==> config.mk <==
export PLATFORM = sky130hd
export DESIGN_NAME = rot_core
export DESIGN_NICKNAME = d
export VERILOG_FILES = /design/src/inc/rot_pkg.sv /design/src/verilog/rot_month_len.sv /design/src/verilog/rot_core.sv
export SDC_FILE = /design/constraint.sdc
export NUM_CORES = 1
export LEC_CHECK = 0
export BUFFER_PORTS_ARGS = -buffer_cell sky130_fd_sc_hd__buf_2
export CORE_MARGIN = 1
export CORE_UTILIZATION = 29
export CTS_BUF_LIST = sky130_fd_sc_hd__clkbuf_4
export DETAILED_ROUTE_END_ITERATION = 8
export GPL_ROUTABILITY_DRIVEN = 0
export SYNTH_ARGS = -nofsm -noshare
export SYNTH_HDL_FRONTEND = slang
export SYNTH_HIERARCHICAL = 1
export SYNTH_SLANG_ARGS = --single-unit
==> constraint.sdc <==
create_clock -name clk -period 7.45 [get_ports clk]
set_input_delay 0.3725 -clock clk [delete_from_list [all_inputs] [get_ports clk]]
set_output_delay 0.3725 -clock clk [all_outputs]
set_load 0.02 [all_outputs]
==> src/inc/rot_pkg.sv <==
// Shared constants and types for the timekeeping core
package rot_pkg;

  // Register index on the serial register port
  localparam logic [4:0] ADDR_SEC = 5'h00;
  localparam logic [4:0] ADDR_MIN = 5'h01;
  localparam logic [4:0] ADDR_HOUR = 5'h02;
  localparam logic [4:0] ADDR_DAY_OF_WEEK_VALUE = 5'h03;
  localparam logic [4:0] ADDR_DATE = 5'h04;
  localparam logic [4:0] ADDR_MTH = 5'h05;
  localparam logic [4:0] ADDR_YEAR = 5'h06;
  localparam logic [4:0] ADDR_CTRL = 5'h07;
  localparam logic [4:0] ADDR_TOP = 5'h1F;

  // Field positions
  localparam int SEC_START_BIT = 7;
  localparam int HOUR_FMT12_BIT = 6;
  localparam int HOUR_PM_BIT = 5;
  localparam int DAY_OF_WEEK_VALUE_RUN_BIT = 5;
  localparam int DAY_OF_WEEK_VALUE_PFAIL_BIT = 4;
  localparam int DAY_OF_WEEK_VALUE_VBAT_BIT = 3;
  localparam int MTH_LEAP_BIT = 5;
  localparam int CTRL_EXTCLK_BIT = 3;

  // Writable bits per register
  localparam logic [7:0] SEC_WMASK = 8'hFF;
  localparam logic [7:0] MIN_WMASK = 8'h7F;
  localparam logic [7:0] HOUR_WMASK = 8'h7F;
  localparam logic [7:0] DAY_OF_WEEK_VALUE_WMASK = 8'h0F;
  localparam logic [7:0] DATE_WMASK = 8'h3F;
  localparam logic [7:0] MTH_WMASK = 8'h1F;
  localparam logic [7:0] YEAR_WMASK = 8'hFF;
  localparam logic [7:0] CTRL_WMASK = 8'hFF;

  // Reset values
  localparam logic [7:0] SEC_RST = 8'h00;
  localparam logic [7:0] MIN_RST = 8'h00;
  localparam logic [7:0] HOUR_RST = 8'h00;
  localparam logic [7:0] DAY_OF_WEEK_VALUE_RST = 8'h01;
  localparam logic [7:0] DATE_RST = 8'h01;
  localparam logic [7:0] MTH_RST = 8'h01;
  localparam logic [7:0] YEAR_RST = 8'h00;
  localparam logic [7:0] CTRL_RST = 8'h00;

  // BCD limits
  localparam logic [6:0] SEC_LAST = 7'h59;
  localparam logic [6:0] MIN_LAST = 7'h59;
  localparam logic [5:0] HOUR24_LAST = 6'h23;
  localparam logic [5:0] HOUR24_FIRST = 6'h00;
  localparam logic [4:0] HOUR12_ELEVEN = 5'h11;
  localparam logic [4:0] HOUR12_TWELVE = 5'h12;
  localparam logic [4:0] HOUR12_ONE = 5'h01;
  localparam logic [2:0] DAY_OF_WEEK_VALUE_LAST = 3'h7;
  localparam logic [2:0] DAY_OF_WEEK_VALUE_FIRST = 3'h1;
  localparam logic [5:0] DATE_FIRST = 6'h01;
  localparam logic [4:0] MTH_LAST = 5'h12;
  localparam logic [4:0] MTH_FIRST = 5'h01;
  localparam logic [7:0] YEAR_LAST = 8'h99;
  localparam logic [5:0] DATE_MAX_31 = 6'h31;
  localparam logic [5:0] DATE_MAX_30 = 6'h30;
  localparam logic [5:0] DATE_MAX_29 = 6'h29;
  localparam logic [5:0] DATE_MAX_28 = 6'h28;
  localparam logic [4:0] MTH_FEB = 5'h02;
  localparam logic [4:0] MTH_APR = 5'h04;
  localparam logic [4:0] MTH_JUN = 5'h06;
  localparam logic [4:0] MTH_SEP = 5'h09;
  localparam logic [4:0] MTH_NOV = 5'h11;

  // Oscillator timing
  localparam int OSC_FREQ_HZ = 32768;
  localparam int OSC_RUN_EDGES = 32;
  localparam int OSC_FAIL_CYCLES_DEF = 1024;
  localparam logic [5:0] OSC_RUN_LAST = 6'(OSC_RUN_EDGES - 1);

  typedef enum logic [1:0] {
    OSC_STOPPED = 2'b00,
    OSC_STARTING = 2'b01,
    OSC_RUNNING = 2'b10
  } rot_osc_state_t;

  typedef struct packed {
    logic [7:0] ctrl;
    logic [7:0] year;
    logic [7:0] mth;
    logic [7:0] date;
    logic [7:0] day_of_week_value;
    logic [7:0] hour;
    logic [7:0] min;
    logic [7:0] sec;
  } rot_regs_t;

endpackage

==> src/verilog/rot_month_len.sv <==
// Month length and leap-year lookup for the calendar
`timescale 1ns/1ns
`default_nettype none
module rot_month_len
  import rot_pkg::*;
(
  input wire logic [4:0] month,     // BCD month 01..12
  input wire logic [7:0] year,      // BCD two-digit year
  output logic leap,                // Year is a leap year
  output logic [5:0] max_date       // BCD last date of the month
);

  // Divisible by four in BCD: even tens with ones 0/4/8, odd tens with 2/6
  always_comb begin
    if (year[4] == 1'b0) begin
      leap = (year[3:0] == 4'h0) || (year[3:0] == 4'h4) || (year[3:0] == 4'h8);
    end else begin
      leap = (year[3:0] == 4'h2) || (year[3:0] == 4'h6);
    end
  end

  always_comb begin
    if (month == MTH_FEB) begin
      max_date = leap ? DATE_MAX_29 : DATE_MAX_28; // RULE9
    end else if ((month == MTH_APR) || (month == MTH_JUN) || (month == MTH_SEP) ||
                 (month == MTH_NOV)) begin
      max_date = DATE_MAX_30; // RULE9
    end else begin
      max_date = DATE_MAX_31; // RULE8
    end
  end

endmodule
`default_nettype wire

==> src/verilog/rot_core.sv <==
// Oscillator status and BCD clock/calendar core with buffered register reads
//
// Summary of operation
// (RULE1) Running flag sets after 32 clock edges
// (RULE2) Running flag clears after edge-free timeout
// (RULE3) Disabling the oscillator also drops flag
// (RULE4) Seconds bit 7 starts the oscillator
// (RULE5) Control bit 3 enables external clock
// (RULE6) Host stops clock before loading time
// (RULE7) All fields kept as BCD registers
// (RULE8) Short months and leap years handled
// (RULE9) Month maxima 31, 30, 29 or 28
// (RULE10) Midnight rollover in both formats, carries day
// (RULE11) Weekday 1..7 wraps without carry
// (RULE12) December 31 rolls to January 1, year+1
// (RULE13) Year wraps 99 to 00
// (RULE14) Hours bit 6 selects 12-hour format
// (RULE15) Hours layout: PM bit, tens, ones
// (RULE16) Seconds tens in 6-4, ones 3-0
// (RULE17) Minutes layout, bit 7 reads zero
// (RULE18) Snapshot at read start and address wrap
// (RULE19) Host reads time in one transfer
// (RULE20) Counting never stops on backup supply
// (RULE21) Unimplemented bits read as zero
// (RULE22) Fail timeout is a cycle parameter
`timescale 1ns/1ns
`default_nettype none
module rot_core
  import rot_pkg::*;
#(
  parameter int OSC_FAIL_CYCLES = OSC_FAIL_CYCLES_DEF,
  parameter int EDGES_PER_SEC = OSC_FREQ_HZ
) (
  input wire logic clk,             // System clock, 25 MHz
  input wire logic rst,             // Synchronous reset, active high
  input wire logic ce,              // Clock enable, freezes all state when low
  input wire logic osc_input_pin,   // Oscillator or external clock, asynchronous
  input wire logic pwr_lost,        // Primary power loss event, one cycle
  input wire logic ptr_load,        // Load register pointer
  input wire logic [4:0] ptr_addr,  // Pointer value for ptr_load
  input wire logic rd_begin,        // Read transfer starts
  input wire logic rd_strobe,       // Read one byte at pointer
  input wire logic wr_strobe,       // Write one byte at pointer
  input wire logic [7:0] wr_data,   // Write data
  output logic [7:0] rd_data,       // Read data, valid after rd_strobe
  output logic osc_running_flag,    // Oscillator running status
  output logic sec_tick             // One-cycle pulse per second
);

  localparam int IDLE_W = $clog2(OSC_FAIL_CYCLES + 1);
  localparam int PRE_W = $clog2(EDGES_PER_SEC);
  localparam logic [IDLE_W-1:0] IDLE_LIMIT = IDLE_W'(OSC_FAIL_CYCLES);
  localparam logic [PRE_W-1:0] PRE_LAST = PRE_W'(EDGES_PER_SEC - 1);

  logic x1_meta_reg, x1_sync_reg, x1_prev_reg;
  logic [IDLE_W-1:0] idle_reg;
  logic [5:0] edge_cnt_reg;
  logic [PRE_W-1:0] pre_reg;
  rot_osc_state_t osc_state_reg;
  logic [7:0] sec_reg, min_reg, hour_reg, date_reg, mth_reg, year_reg, ctrl_reg;
  logic [3:0] day_of_week_value_reg;
  logic pfail_reg;
  logic [4:0] ptr_reg;
  rot_regs_t snap_reg;
  rot_regs_t live;
  logic osc_en, osc_edge, timed_out;
  logic leap;
  logic [5:0] max_date;
  logic sec_wrap, min_wrap, day_carry, date_wrap, mth_wrap;
  logic [7:0] hour_next;
  logic wr_hit_sec, wr_hit_min, wr_hit_hour, wr_hit_day_of_week_value;
  logic wr_hit_date, wr_hit_mth, wr_hit_year, wr_hit_ctrl;

  function automatic logic [7:0] bcd_inc(input logic [7:0] v);
    if (v[3:0] == 4'h9) begin
      bcd_inc = {4'(v[7:4] + 4'h1), 4'h0};
    end else begin
      bcd_inc = {v[7:4], 4'(v[3:0] + 4'h1)};
    end
  endfunction

  // Pin crosses into the clk domain through two flops first
  always_ff @(posedge clk) begin
    if (rst) begin
      x1_meta_reg <= 1'b0;
      x1_sync_reg <= 1'b0;
      x1_prev_reg <= 1'b0;
    end else if (ce) begin
      x1_meta_reg <= osc_input_pin;
      x1_sync_reg <= x1_meta_reg;
      x1_prev_reg <= x1_sync_reg;
    end
  end

  assign osc_en = sec_reg[SEC_START_BIT] | ctrl_reg[CTRL_EXTCLK_BIT]; // RULE4 RULE5
  // A disabled oscillator produces no edges, which is what starves the flag
  assign osc_edge = osc_en & x1_sync_reg & ~x1_prev_reg; // RULE3
  assign timed_out = (idle_reg >= IDLE_LIMIT); // RULE22

  always_ff @(posedge clk) begin
    if (rst) begin
      idle_reg <= '0;
    end else if (ce) begin
      if (osc_edge) begin
        idle_reg <= '0;
      end else if (!timed_out) begin
        idle_reg <= IDLE_W'(idle_reg + 1'b1);
      end
    end
  end

  always_ff @(posedge clk) begin
    if (rst) begin
      osc_state_reg <= OSC_STOPPED;
      edge_cnt_reg <= 6'h00;
      osc_running_flag <= 1'b0;
    end else if (ce) begin
      case (osc_state_reg)
        OSC_STOPPED: begin
          if (osc_edge) begin
            edge_cnt_reg <= 6'h01;
            osc_state_reg <= OSC_STARTING;
          end
        end
        OSC_STARTING: begin
          if (timed_out) begin
            edge_cnt_reg <= 6'h00;
            osc_state_reg <= OSC_STOPPED;
          end else if (osc_edge) begin
            if (edge_cnt_reg == OSC_RUN_LAST) begin
              osc_running_flag <= 1'b1; // RULE1
              osc_state_reg <= OSC_RUNNING;
            end
            edge_cnt_reg <= 6'(edge_cnt_reg + 6'h01);
          end
        end
        OSC_RUNNING: begin
          if (timed_out) begin
            osc_running_flag <= 1'b0; // RULE2
            edge_cnt_reg <= 6'h00;
            osc_state_reg <= OSC_STOPPED;
          end
        end
        default: begin
          osc_state_reg <= OSC_STOPPED;
        end
      endcase
    end
  end

  // Nothing here looks at supply state, so counting goes on from backup
  always_ff @(posedge clk) begin
    if (rst) begin
      pre_reg <= '0;
      sec_tick <= 1'b0;
    end else if (ce) begin
      sec_tick <= 1'b0;
      if (osc_edge) begin
        if (pre_reg == PRE_LAST) begin
          pre_reg <= '0;
          sec_tick <= 1'b1; // RULE20
        end else begin
          pre_reg <= PRE_W'(pre_reg + 1'b1);
        end
      end
    end
  end

  rot_month_len u_month_len (
    .month(mth_reg[4:0]),
    .year(year_reg),
    .leap(leap),
    .max_date(max_date)
  );

  assign sec_wrap = (sec_reg[6:0] == SEC_LAST);
  assign min_wrap = (min_reg[6:0] == MIN_LAST);
  assign date_wrap = (date_reg[5:0] == max_date); // RULE8
  assign mth_wrap = (mth_reg[4:0] == MTH_LAST);

  always_comb begin
    hour_next = hour_reg;
    day_carry = 1'b0;
    if (hour_reg[HOUR_FMT12_BIT]) begin // RULE14
      if (hour_reg[4:0] == HOUR12_TWELVE) begin
        hour_next[4:0] = HOUR12_ONE; // RULE15
      end else if (hour_reg[4:0] == HOUR12_ELEVEN) begin
        hour_next[4:0] = HOUR12_TWELVE;
        hour_next[HOUR_PM_BIT] = ~hour_reg[HOUR_PM_BIT];
        day_carry = hour_reg[HOUR_PM_BIT]; // RULE10
      end else begin
        hour_next[4:0] = 5'(bcd_inc({3'h0, hour_reg[4:0]}));
      end
    end else begin
      if (hour_reg[5:0] == HOUR24_LAST) begin
        hour_next[5:0] = HOUR24_FIRST; // RULE10
        day_carry = 1'b1;
      end else begin
        hour_next[5:0] = 6'(bcd_inc({2'h0, hour_reg[5:0]})); // RULE15
      end
    end
  end

  always_comb begin
    wr_hit_sec = 1'b0;
    wr_hit_min = 1'b0;
    wr_hit_hour = 1'b0;
    wr_hit_day_of_week_value = 1'b0;
    wr_hit_date = 1'b0;
    wr_hit_mth = 1'b0;
    wr_hit_year = 1'b0;
    wr_hit_ctrl = 1'b0;
    if (wr_strobe) begin
      if (ptr_reg == ADDR_SEC) begin
        wr_hit_sec = 1'b1;
      end else if (ptr_reg == ADDR_MIN) begin
        wr_hit_min = 1'b1;
      end else if (ptr_reg == ADDR_HOUR) begin
        wr_hit_hour = 1'b1;
      end else if (ptr_reg == ADDR_DAY_OF_WEEK_VALUE) begin
        wr_hit_day_of_week_value = 1'b1;
      end else if (ptr_reg == ADDR_DATE) begin
        wr_hit_date = 1'b1;
      end else if (ptr_reg == ADDR_MTH) begin
        wr_hit_mth = 1'b1;
      end else if (ptr_reg == ADDR_YEAR) begin
        wr_hit_year = 1'b1;
      end else if (ptr_reg == ADDR_CTRL) begin
        wr_hit_ctrl = 1'b1;
      end
    end
  end

  // A host write in the same cycle as a tick wins for the written register
  always_ff @(posedge clk) begin
    if (rst) begin
      sec_reg <= SEC_RST;
      min_reg <= MIN_RST;
      hour_reg <= HOUR_RST;
      day_of_week_value_reg <= DAY_OF_WEEK_VALUE_RST[3:0];
      date_reg <= DATE_RST;
      mth_reg <= MTH_RST;
      year_reg <= YEAR_RST;
    end else if (ce) begin
      if (sec_tick) begin
        sec_reg[6:0] <= sec_wrap ? 7'h00 : 7'(bcd_inc({1'b0, sec_reg[6:0]})); // RULE16
        if (sec_wrap) begin
          min_reg[6:0] <= min_wrap ? 7'h00 : 7'(bcd_inc({1'b0, min_reg[6:0]})); // RULE17
          if (min_wrap) begin
            hour_reg <= hour_next;
            if (day_carry) begin
              if (day_of_week_value_reg[2:0] == DAY_OF_WEEK_VALUE_LAST) begin
                day_of_week_value_reg[2:0] <= DAY_OF_WEEK_VALUE_FIRST; // RULE11
              end else begin
                day_of_week_value_reg[2:0] <= 3'(day_of_week_value_reg[2:0] + 3'h1);
              end
              if (date_wrap) begin
                date_reg[5:0] <= DATE_FIRST; // RULE9
                if (mth_wrap) begin
                  mth_reg[4:0] <= MTH_FIRST; // RULE12
                  year_reg <= (year_reg == YEAR_LAST) ? 8'h00 : bcd_inc(year_reg); // RULE13
                end else begin
                  mth_reg[4:0] <= 5'(bcd_inc({3'h0, mth_reg[4:0]}));
                end
              end else begin
                date_reg[5:0] <= 6'(bcd_inc({2'h0, date_reg[5:0]}));
              end
            end
          end
        end
      end
      // Out-of-range BCD loads are stored as given and count undefined
      if (wr_hit_sec) sec_reg <= wr_data & SEC_WMASK; // RULE4 RULE7
      if (wr_hit_min) min_reg <= wr_data & MIN_WMASK; // RULE17
      if (wr_hit_hour) hour_reg <= wr_data & HOUR_WMASK; // RULE14
      if (wr_hit_day_of_week_value) day_of_week_value_reg <= wr_data[3:0];
      if (wr_hit_date) date_reg <= wr_data & DATE_WMASK;
      if (wr_hit_mth) mth_reg <= wr_data & MTH_WMASK;
      if (wr_hit_year) year_reg <= wr_data & YEAR_WMASK;
    end
  end

  always_ff @(posedge clk) begin
    if (rst) begin
      ctrl_reg <= CTRL_RST;
    end else if (ce && wr_hit_ctrl) begin
      ctrl_reg <= wr_data & CTRL_WMASK; // RULE5
    end
  end

  // Any weekday write clears the power-loss flag; a coincident loss wins
  always_ff @(posedge clk) begin
    if (rst) begin
      pfail_reg <= 1'b0;
    end else if (ce) begin
      if (pwr_lost) begin
        pfail_reg <= 1'b1;
      end else if (wr_hit_day_of_week_value) begin
        pfail_reg <= 1'b0;
      end
    end
  end

  always_comb begin
    live.sec = sec_reg;
    live.min = {1'b0, min_reg[6:0]}; // RULE21
    live.hour = {1'b0, hour_reg[6:0]};
    live.day_of_week_value = {2'b00, osc_running_flag, pfail_reg, day_of_week_value_reg};
    live.date = {2'b00, date_reg[5:0]};
    live.mth = {2'b00, leap, mth_reg[4:0]};
    live.year = year_reg;
    live.ctrl = ctrl_reg;
  end

  always_ff @(posedge clk) begin
    if (rst) begin
      ptr_reg <= 5'h00;
    end else if (ce) begin
      if (ptr_load) begin
        ptr_reg <= ptr_addr;
      end else if (rd_strobe || wr_strobe) begin
        ptr_reg <= 5'(ptr_reg + 5'h01);
      end
    end
  end

  // Reads come from a frozen copy so a carry mid-transfer cannot tear the time
  always_ff @(posedge clk) begin
    if (rst) begin
      snap_reg <= '0;
    end else if (ce) begin
      if (rd_begin || (rd_strobe && (ptr_reg == ADDR_TOP))) begin
        snap_reg <= live; // RULE18 RULE19
      end
    end
  end

  always_ff @(posedge clk) begin
    if (rst) begin
      rd_data <= 8'h00;
    end else if (ce && rd_strobe) begin
      if (ptr_reg == ADDR_SEC) begin
        rd_data <= snap_reg.sec;
      end else if (ptr_reg == ADDR_MIN) begin
        rd_data <= snap_reg.min;
      end else if (ptr_reg == ADDR_HOUR) begin
        rd_data <= snap_reg.hour;
      end else if (ptr_reg == ADDR_DAY_OF_WEEK_VALUE) begin
        rd_data <= snap_reg.day_of_week_value;
      end else if (ptr_reg == ADDR_DATE) begin
        rd_data <= snap_reg.date;
      end else if (ptr_reg == ADDR_MTH) begin
        rd_data <= snap_reg.mth;
      end else if (ptr_reg == ADDR_YEAR) begin
        rd_data <= snap_reg.year;
      end else if (ptr_reg == ADDR_CTRL) begin
        rd_data <= snap_reg.ctrl;
      end else begin
        rd_data <= 8'h00; // RULE21
      end
    end
  end

endmodule
`default_nettype wire

After elaboration in Yosys (flattened, before gate mapping)
Index checks and enable logic that the tools add are counted.

cells by class
  $add $sub $neg = 18
  $mul = 0
  divide/modulo/power cells = 0
  magnitude comparators = 1
  equality and inequality tests = 47
  shift operators = 0
  multiplexer cells = 136
  bitwise logic cells = 5
  reduce and logical (&&, ||, !) cells = 74

operators with widths
  cell                                                                   count
  8-bit 2-to-1 mux                                                       17
  6-bit 2-to-1 mux                                                       18
  7-bit 2-to-1 mux                                                       10
  5-bit 2-to-1 mux                                                       13
  1-bit 2-to-1 mux                                                       61
  2-bit nonzero test                                                     28
  5-bit by 3-bit equality test with 1-bit output, second input constant  6
  4-bit by 1-bit adder with 4-bit output, second input constant          7
  4-bit equality test, second input constant                             7
  5-bit equality test, second input constant                             5
  6-bit AND reduction                                                    4
  11-bit 2-to-1 mux                                                      2
  7-bit AND reduction                                                    3
  5-bit AND reduction                                                    4
  3-bit 2-to-1 mux                                                       6
  6-bit case mux with 3 select lines                                     1
  2-bit AND reduction                                                    9
  3-bit nonzero test                                                     6
  15-bit by 1-bit adder with 15-bit output, second input constant        1
  15-bit equality test, second input constant                            1
  5-bit by 2-bit equality test with 1-bit output, second input constant  3
  15-bit 2-to-1 mux                                                      1
  7-bit equality test, second input constant                             2
  2-bit != test, second input constant                                   6
  other kinds (36)                                                       60

word-level totals
  register bits = 162
  latch bits = 0
  bits in writable memories = 0
  bits in read-only memories = 0
  input bits = 22
  output and inout port bits = 10
  logic and storage cells = 319
  memories = 0

Depth between registers and ports, before layout
  depth after elaboration = 13
  depth in mapped cells = 10

Hierarchy
Netlist, hierarchy kept.

by module, submodules not included
  module         times used  cells an instance  area an instance (um^2)
  rot_core       1           1097               8748.4
  rot_month_len  1           16                 103.8

Least setup slack after synthesis
OpenSTA, ideal clock, no wires.

  path type = flip-flop to flip-flop
  start point = reg mth_reg[3]
  end point = reg year_reg[1]
  arrival = 2372 ps
  slack = 5016 ps
  cell stages (with the launch flop) = 10
  path through = dfxtp_1 nor3_1 nand2_1 o21a_1 xor2_1 nor4_2 nand4_4 buf_6 or4_1 nand3_1

between the ends
  cells in the longest elaborated chain, start to end = 9

ends and longest elaborated chain
  element                                         line                 text
  from (decl)                                     rot_core.sv:60       logic [7:0] sec_reg, min_reg, hour_reg, date_reg, mth_reg, year_reg, ctrl_reg;
  from (signal assigned)                          rot_core.sv:263      mth_reg[4:0] <= 5'(bcd_inc({3'h0, mth_reg[4:0]}));
  from (signal assigned)                          rot_core.sv:278      if (wr_hit_mth) mth_reg <= wr_data & MTH_WMASK;
  5-bit by 3-bit equality test with 1-bit output  rot_month_len.sv:25  end else if ((month == MTH_APR) || (month == MTH_JUN) || (month == MTH_SEP) ||
  1-bit logical OR (3 in a row)                   rot_month_len.sv:25
  1-bit 2-to-1 mux                                rot_month_len.sv:25
  6-bit 2-to-1 mux (*)                            rot_month_len.sv:23  if (month == MTH_FEB) begin
  named net max_date[0]                           rot_core.sv:68       logic [5:0] max_date;
  6-bit equality test (*)                         rot_core.sv:178      assign date_wrap = (date_reg[5:0] == max_date);
  2-bit nonzero test (no source line) (*)         -
  7-bit AND reduction (no source line) (*)        -
  to (signal assigned)                            rot_core.sv:261      year_reg <= (year_reg == YEAR_LAST) ? 8'h00 : bcd_inc(year_reg);
  to (signal assigned)                            rot_core.sv:279      if (wr_hit_year) year_reg <= wr_data & YEAR_WMASK;
  to (decl)                                       rot_core.sv:60

Mark *: on every way through the listed nets, which the timed path passes. The rest lies on a longest branch.
A chain may end at the register's enable or synchronous reset.

Worst setup path in the final report
  start point = reg mth_reg[3]
  end point = reg mth_reg[1]

between the ends
  cells in the longest elaborated chain, start to end = 9

ends and longest elaborated chain
  element                                         line
  5-bit by 3-bit equality test with 1-bit output  rot_month_len.sv:25
  1-bit logical OR (3 in a row)                   rot_month_len.sv:25
  1-bit 2-to-1 mux                                rot_month_len.sv:25
  6-bit 2-to-1 mux (*)                            rot_month_len.sv:23
  named net max_date[0]                           rot_core.sv:68
  6-bit equality test (*)                         rot_core.sv:178
  2-bit nonzero test (no source line) (*)         -
  6-bit AND reduction (no source line) (*)        -

Mark *: on every way through the listed nets, which the timed path passes. The rest lies on a longest branch. The select of a mux whose other input is x is not followed.

==> summary.md <==
| Metric | Value |
|---|---|
| Sequential share of the synthesized area | 0.3664 |
| Crit end category | flip-flop |
| Nets@finish | 1137 |
| Max-slew headroom | 0.2695 |
| Post-DP HPWL | 17120 um |
| F_max | 0.3291 GHz |
| Max Clock Skew | 29.35 ps |
| Core Rows | 63 |
| Final setup viols | 0 |
| RR Endpoint | mth_reg[1] |
| Drt first pass iters | 5 |
| Placed cell area | 0.009223 sq mm |
| # hold bufs at CTS | 0 |
| Crit-path cells | nor3_1 -> nand2_1 -> o21a_1 -> xor2_1 -> nor4_2 -> nand4_4 -> or4b_1 -> a31oi_1 |
| R2r setup slk | 4410 ps |
| EDFF count, synth | 0 |
| Critical Path Fanout Max | 24 |
| Hold crit path type | in2reg |
| PnR worst setup slack | 4412 ps |
| VDD IR max | 0.00008015 V |
| Max-slew violation count | 0 |
| Worst r2r src | mth_reg[3] |
| DIE AREA | 0.03123 sq mm |
| WP data required | 7960 ps |
| Power Total | 1.627 mW |
| Switch share | 0.2876 |
| Syn Std Cell Area | 0.008852 sq mm |
| Residual DRC | 0 |
| WL per Instance | 16.84 um |
| Post-route ant nets | 0 |
| Root Driver | clkbuf_4 |
| Vias in the first global route | 7447 |
| H-tree lvl count | 4 |
| Post-synth cell types | 81 |
| Area share of the leading cell type in the synthesized netlist | 0.3664 |
| Clk slew on worst S/H paths | 150 ps |
| Die span in x | 176.7 um |
| Period utilization | 0.4078 |
| Clk sink count | 162 |
| Depth of the most critical reg-to-reg path | 8 |
| Area contributors post-synth | dfxtp_1 37%, nand2_1 7.3%, a21oi_1 6.1%, mux2i_1 3.7%, ha_1 3.7% |
| Hold path start | osc_input_pin |
| Via count | 8123 |
| Pwr Density | 170.7 mW/mm^2 |
| Global route total overflow | 0 |
| Post-synth ARST share | 0 |
| Worst Setup Start Kind | flip-flop |
| Clock buffer depth | 2 |
| Top-count cell post-synth | nand2_1 |
| Port Buffers | 31 |
| Post-Synthesis Cells | 1113 |
| Commonest cells in the netlist | 173 x nand2_1, 162 x dfxtp_1, 108 x a21oi_1 |
| Vias per Instance | 5.441 |
| Setup bufs post-CTS | 0 |
| Critical-path top delay cell | or4b_1 |
| Clock Power Share | 0.355 |
| Die span in y | 176.7 um |
| Final Hold Vio Count | 0 |
| Worst skew pair latency | 580 ps |
| Worst-margin pin slew | 1092 ps |
| RSZ-0062 raised after global routing | false |
| CTS tree | built |
| Status | finished, final reports clean |
| Arr. time, crit path | 3550 ps |
| Yosys top cell by area | dfxtp_1 |
| Crit path time final | 3038 ps |
| Finished Cell Area | 0.009534 sq mm |
| Iter 0 DRT Violations | 565 |
| Hold slack | 32.64 ps |
| Starting Density | 0.2971 |
| Ys flop type | dfxtp_1 |
| Largest net degree at the start of global routing | 92 |
| Synth-to-Final Area Change | 7.703% |
| Comb power frac | 0.096 |
| I/O Pins | 32 |
| Total GRT Usage | 0.1626 |
| Internal cell power | 1.159 mW |
| Max incr delay on CP | 620 ps |
| Avg Cell Area, Syn | 7.953 sq um |
| P_sw | 0.4681 mW |
| Max reg flops | 56 |
| Crit Path Category | reg2reg |
| DP Worst Slack | 3857 ps |
| Total Routed Length | 25140 um |
| Leak pwr | 3.287 nW |
| YS warnings | 6 |
| Max Cap Viol | 0 |
| Setup TNS | 0 ps |
| Hold Path Cell Cnt | 3 |
| Layout cells sized above 1 | 0.08621 |
| First-pass GRT wire length | 39950 um |
| Hold Crit Endpoint | x1_meta_reg |
| CTS resizes | 0 |
| Antenna violations before repair | 2 |
| Number of synthesized register bits | 162 |
| CTS buffer count | 17 |
| Sequential share of power | 0.549 |
| Core area | 0.02980 sq mm |
==> routing by layer <==
metal	part of all wire	vias to the layer above	global-route usage
met3	0.054	33	0.03544
li1	-	3952	-
met1	0.46	3914	0.2129
met5	0.00040	-	0
met4	0.019	2	0.05675
met2	0.46	222	0.2618
==> worst max-delay path: cells and delay by family, from the launching register on <==
kind / cells / cell delay (ps)
XOR/XNOR: 1 / 150
flip-flops: 1 / 440
AND/OR/NAND/NOR: 5 / 1990
AO/OA/AOI/OAI: 2 / 380
==> how the worst max path moves through the flow <==
stage	startpoint	end	slack [ps]	depth (start not counted)
2_1_floorplan	mth_reg[3]	year_reg[1]	5020	9
3_3_place_gp	ce	pre_reg[5]	3940	6
3_5_place_dp	ce	pre_reg[11]	3860	6
4_1_cts	mth_reg[3]	mth_reg[1]	4460	8
5_1_grt	mth_reg[3]	mth_reg[2]	4190	8
6_report	mth_reg[3]	mth_reg[1]	4410	8
==> metrics by stage <==
step	cells	utilization
floorplan	1114	-
global placement	1460	0.3095
detailed placement	1460	0.3095
CTS	1492	0.3199
global route	1493	0.3200
finish	1493	0.3200
==> placed cells by master, fill, tap and decap left out, types with 26 or more instances in the layout <==
master,netlist,routed
o21ai_0,38,38
dfxtp_1,162,162
ha_1,26,26
inv_1,31,31
a21oi_1,108,108
buf_2,9,30
nor2_1,77,77
nand2_1,173,172
mux2i_1,33,33
a211oi_1,26,26
nand3_1,39,39
==> cell families (layout without fill, tap and decap cells) <==
family	count (synthesis)	in the layout	share of synthesized area
XOR/XNOR	31	31	0.03067
other	2	4	0.0008484
AO/OA/AOI/OAI	306	306	0.2254
AND/OR/NAND/NOR	438	438	0.2479
multiplexers	34	34	0.03859
flip-flops	162	162	0.3664
buffers and inverters	114	102	0.05343
adder cells (fa/ha/maj)	26	26	0.03675
==> power by group through the flow <==
stage / Combinational [mW] / Clock (mW) / Sequential, mW
6_report: 0.157 / 0.578 / 0.893
2_1_floorplan: 0.108 / 0 / 0.906
5_1_grt: 0.169 / 0.634 / 0.895
4_1_cts: 0.156 / 0.598 / 0.893
3_3_place_gp: 0.154 / 0 / 0.911
3_5_place_dp: 0.155 / 0 / 0.911
==> layout make-up <==
cell class,count,area [sq um]
antenna,1,2.502
clock buffer,17,127.6
clock inverter,15,181.4
fill,3174,20260
inverter,31,116.4
multi-input combinational,838,5157
sequential,162,3243
tap,390,488.0
timing repair buffer,39,217.7
Note: power is estimated with default switching activity, not from simulation.
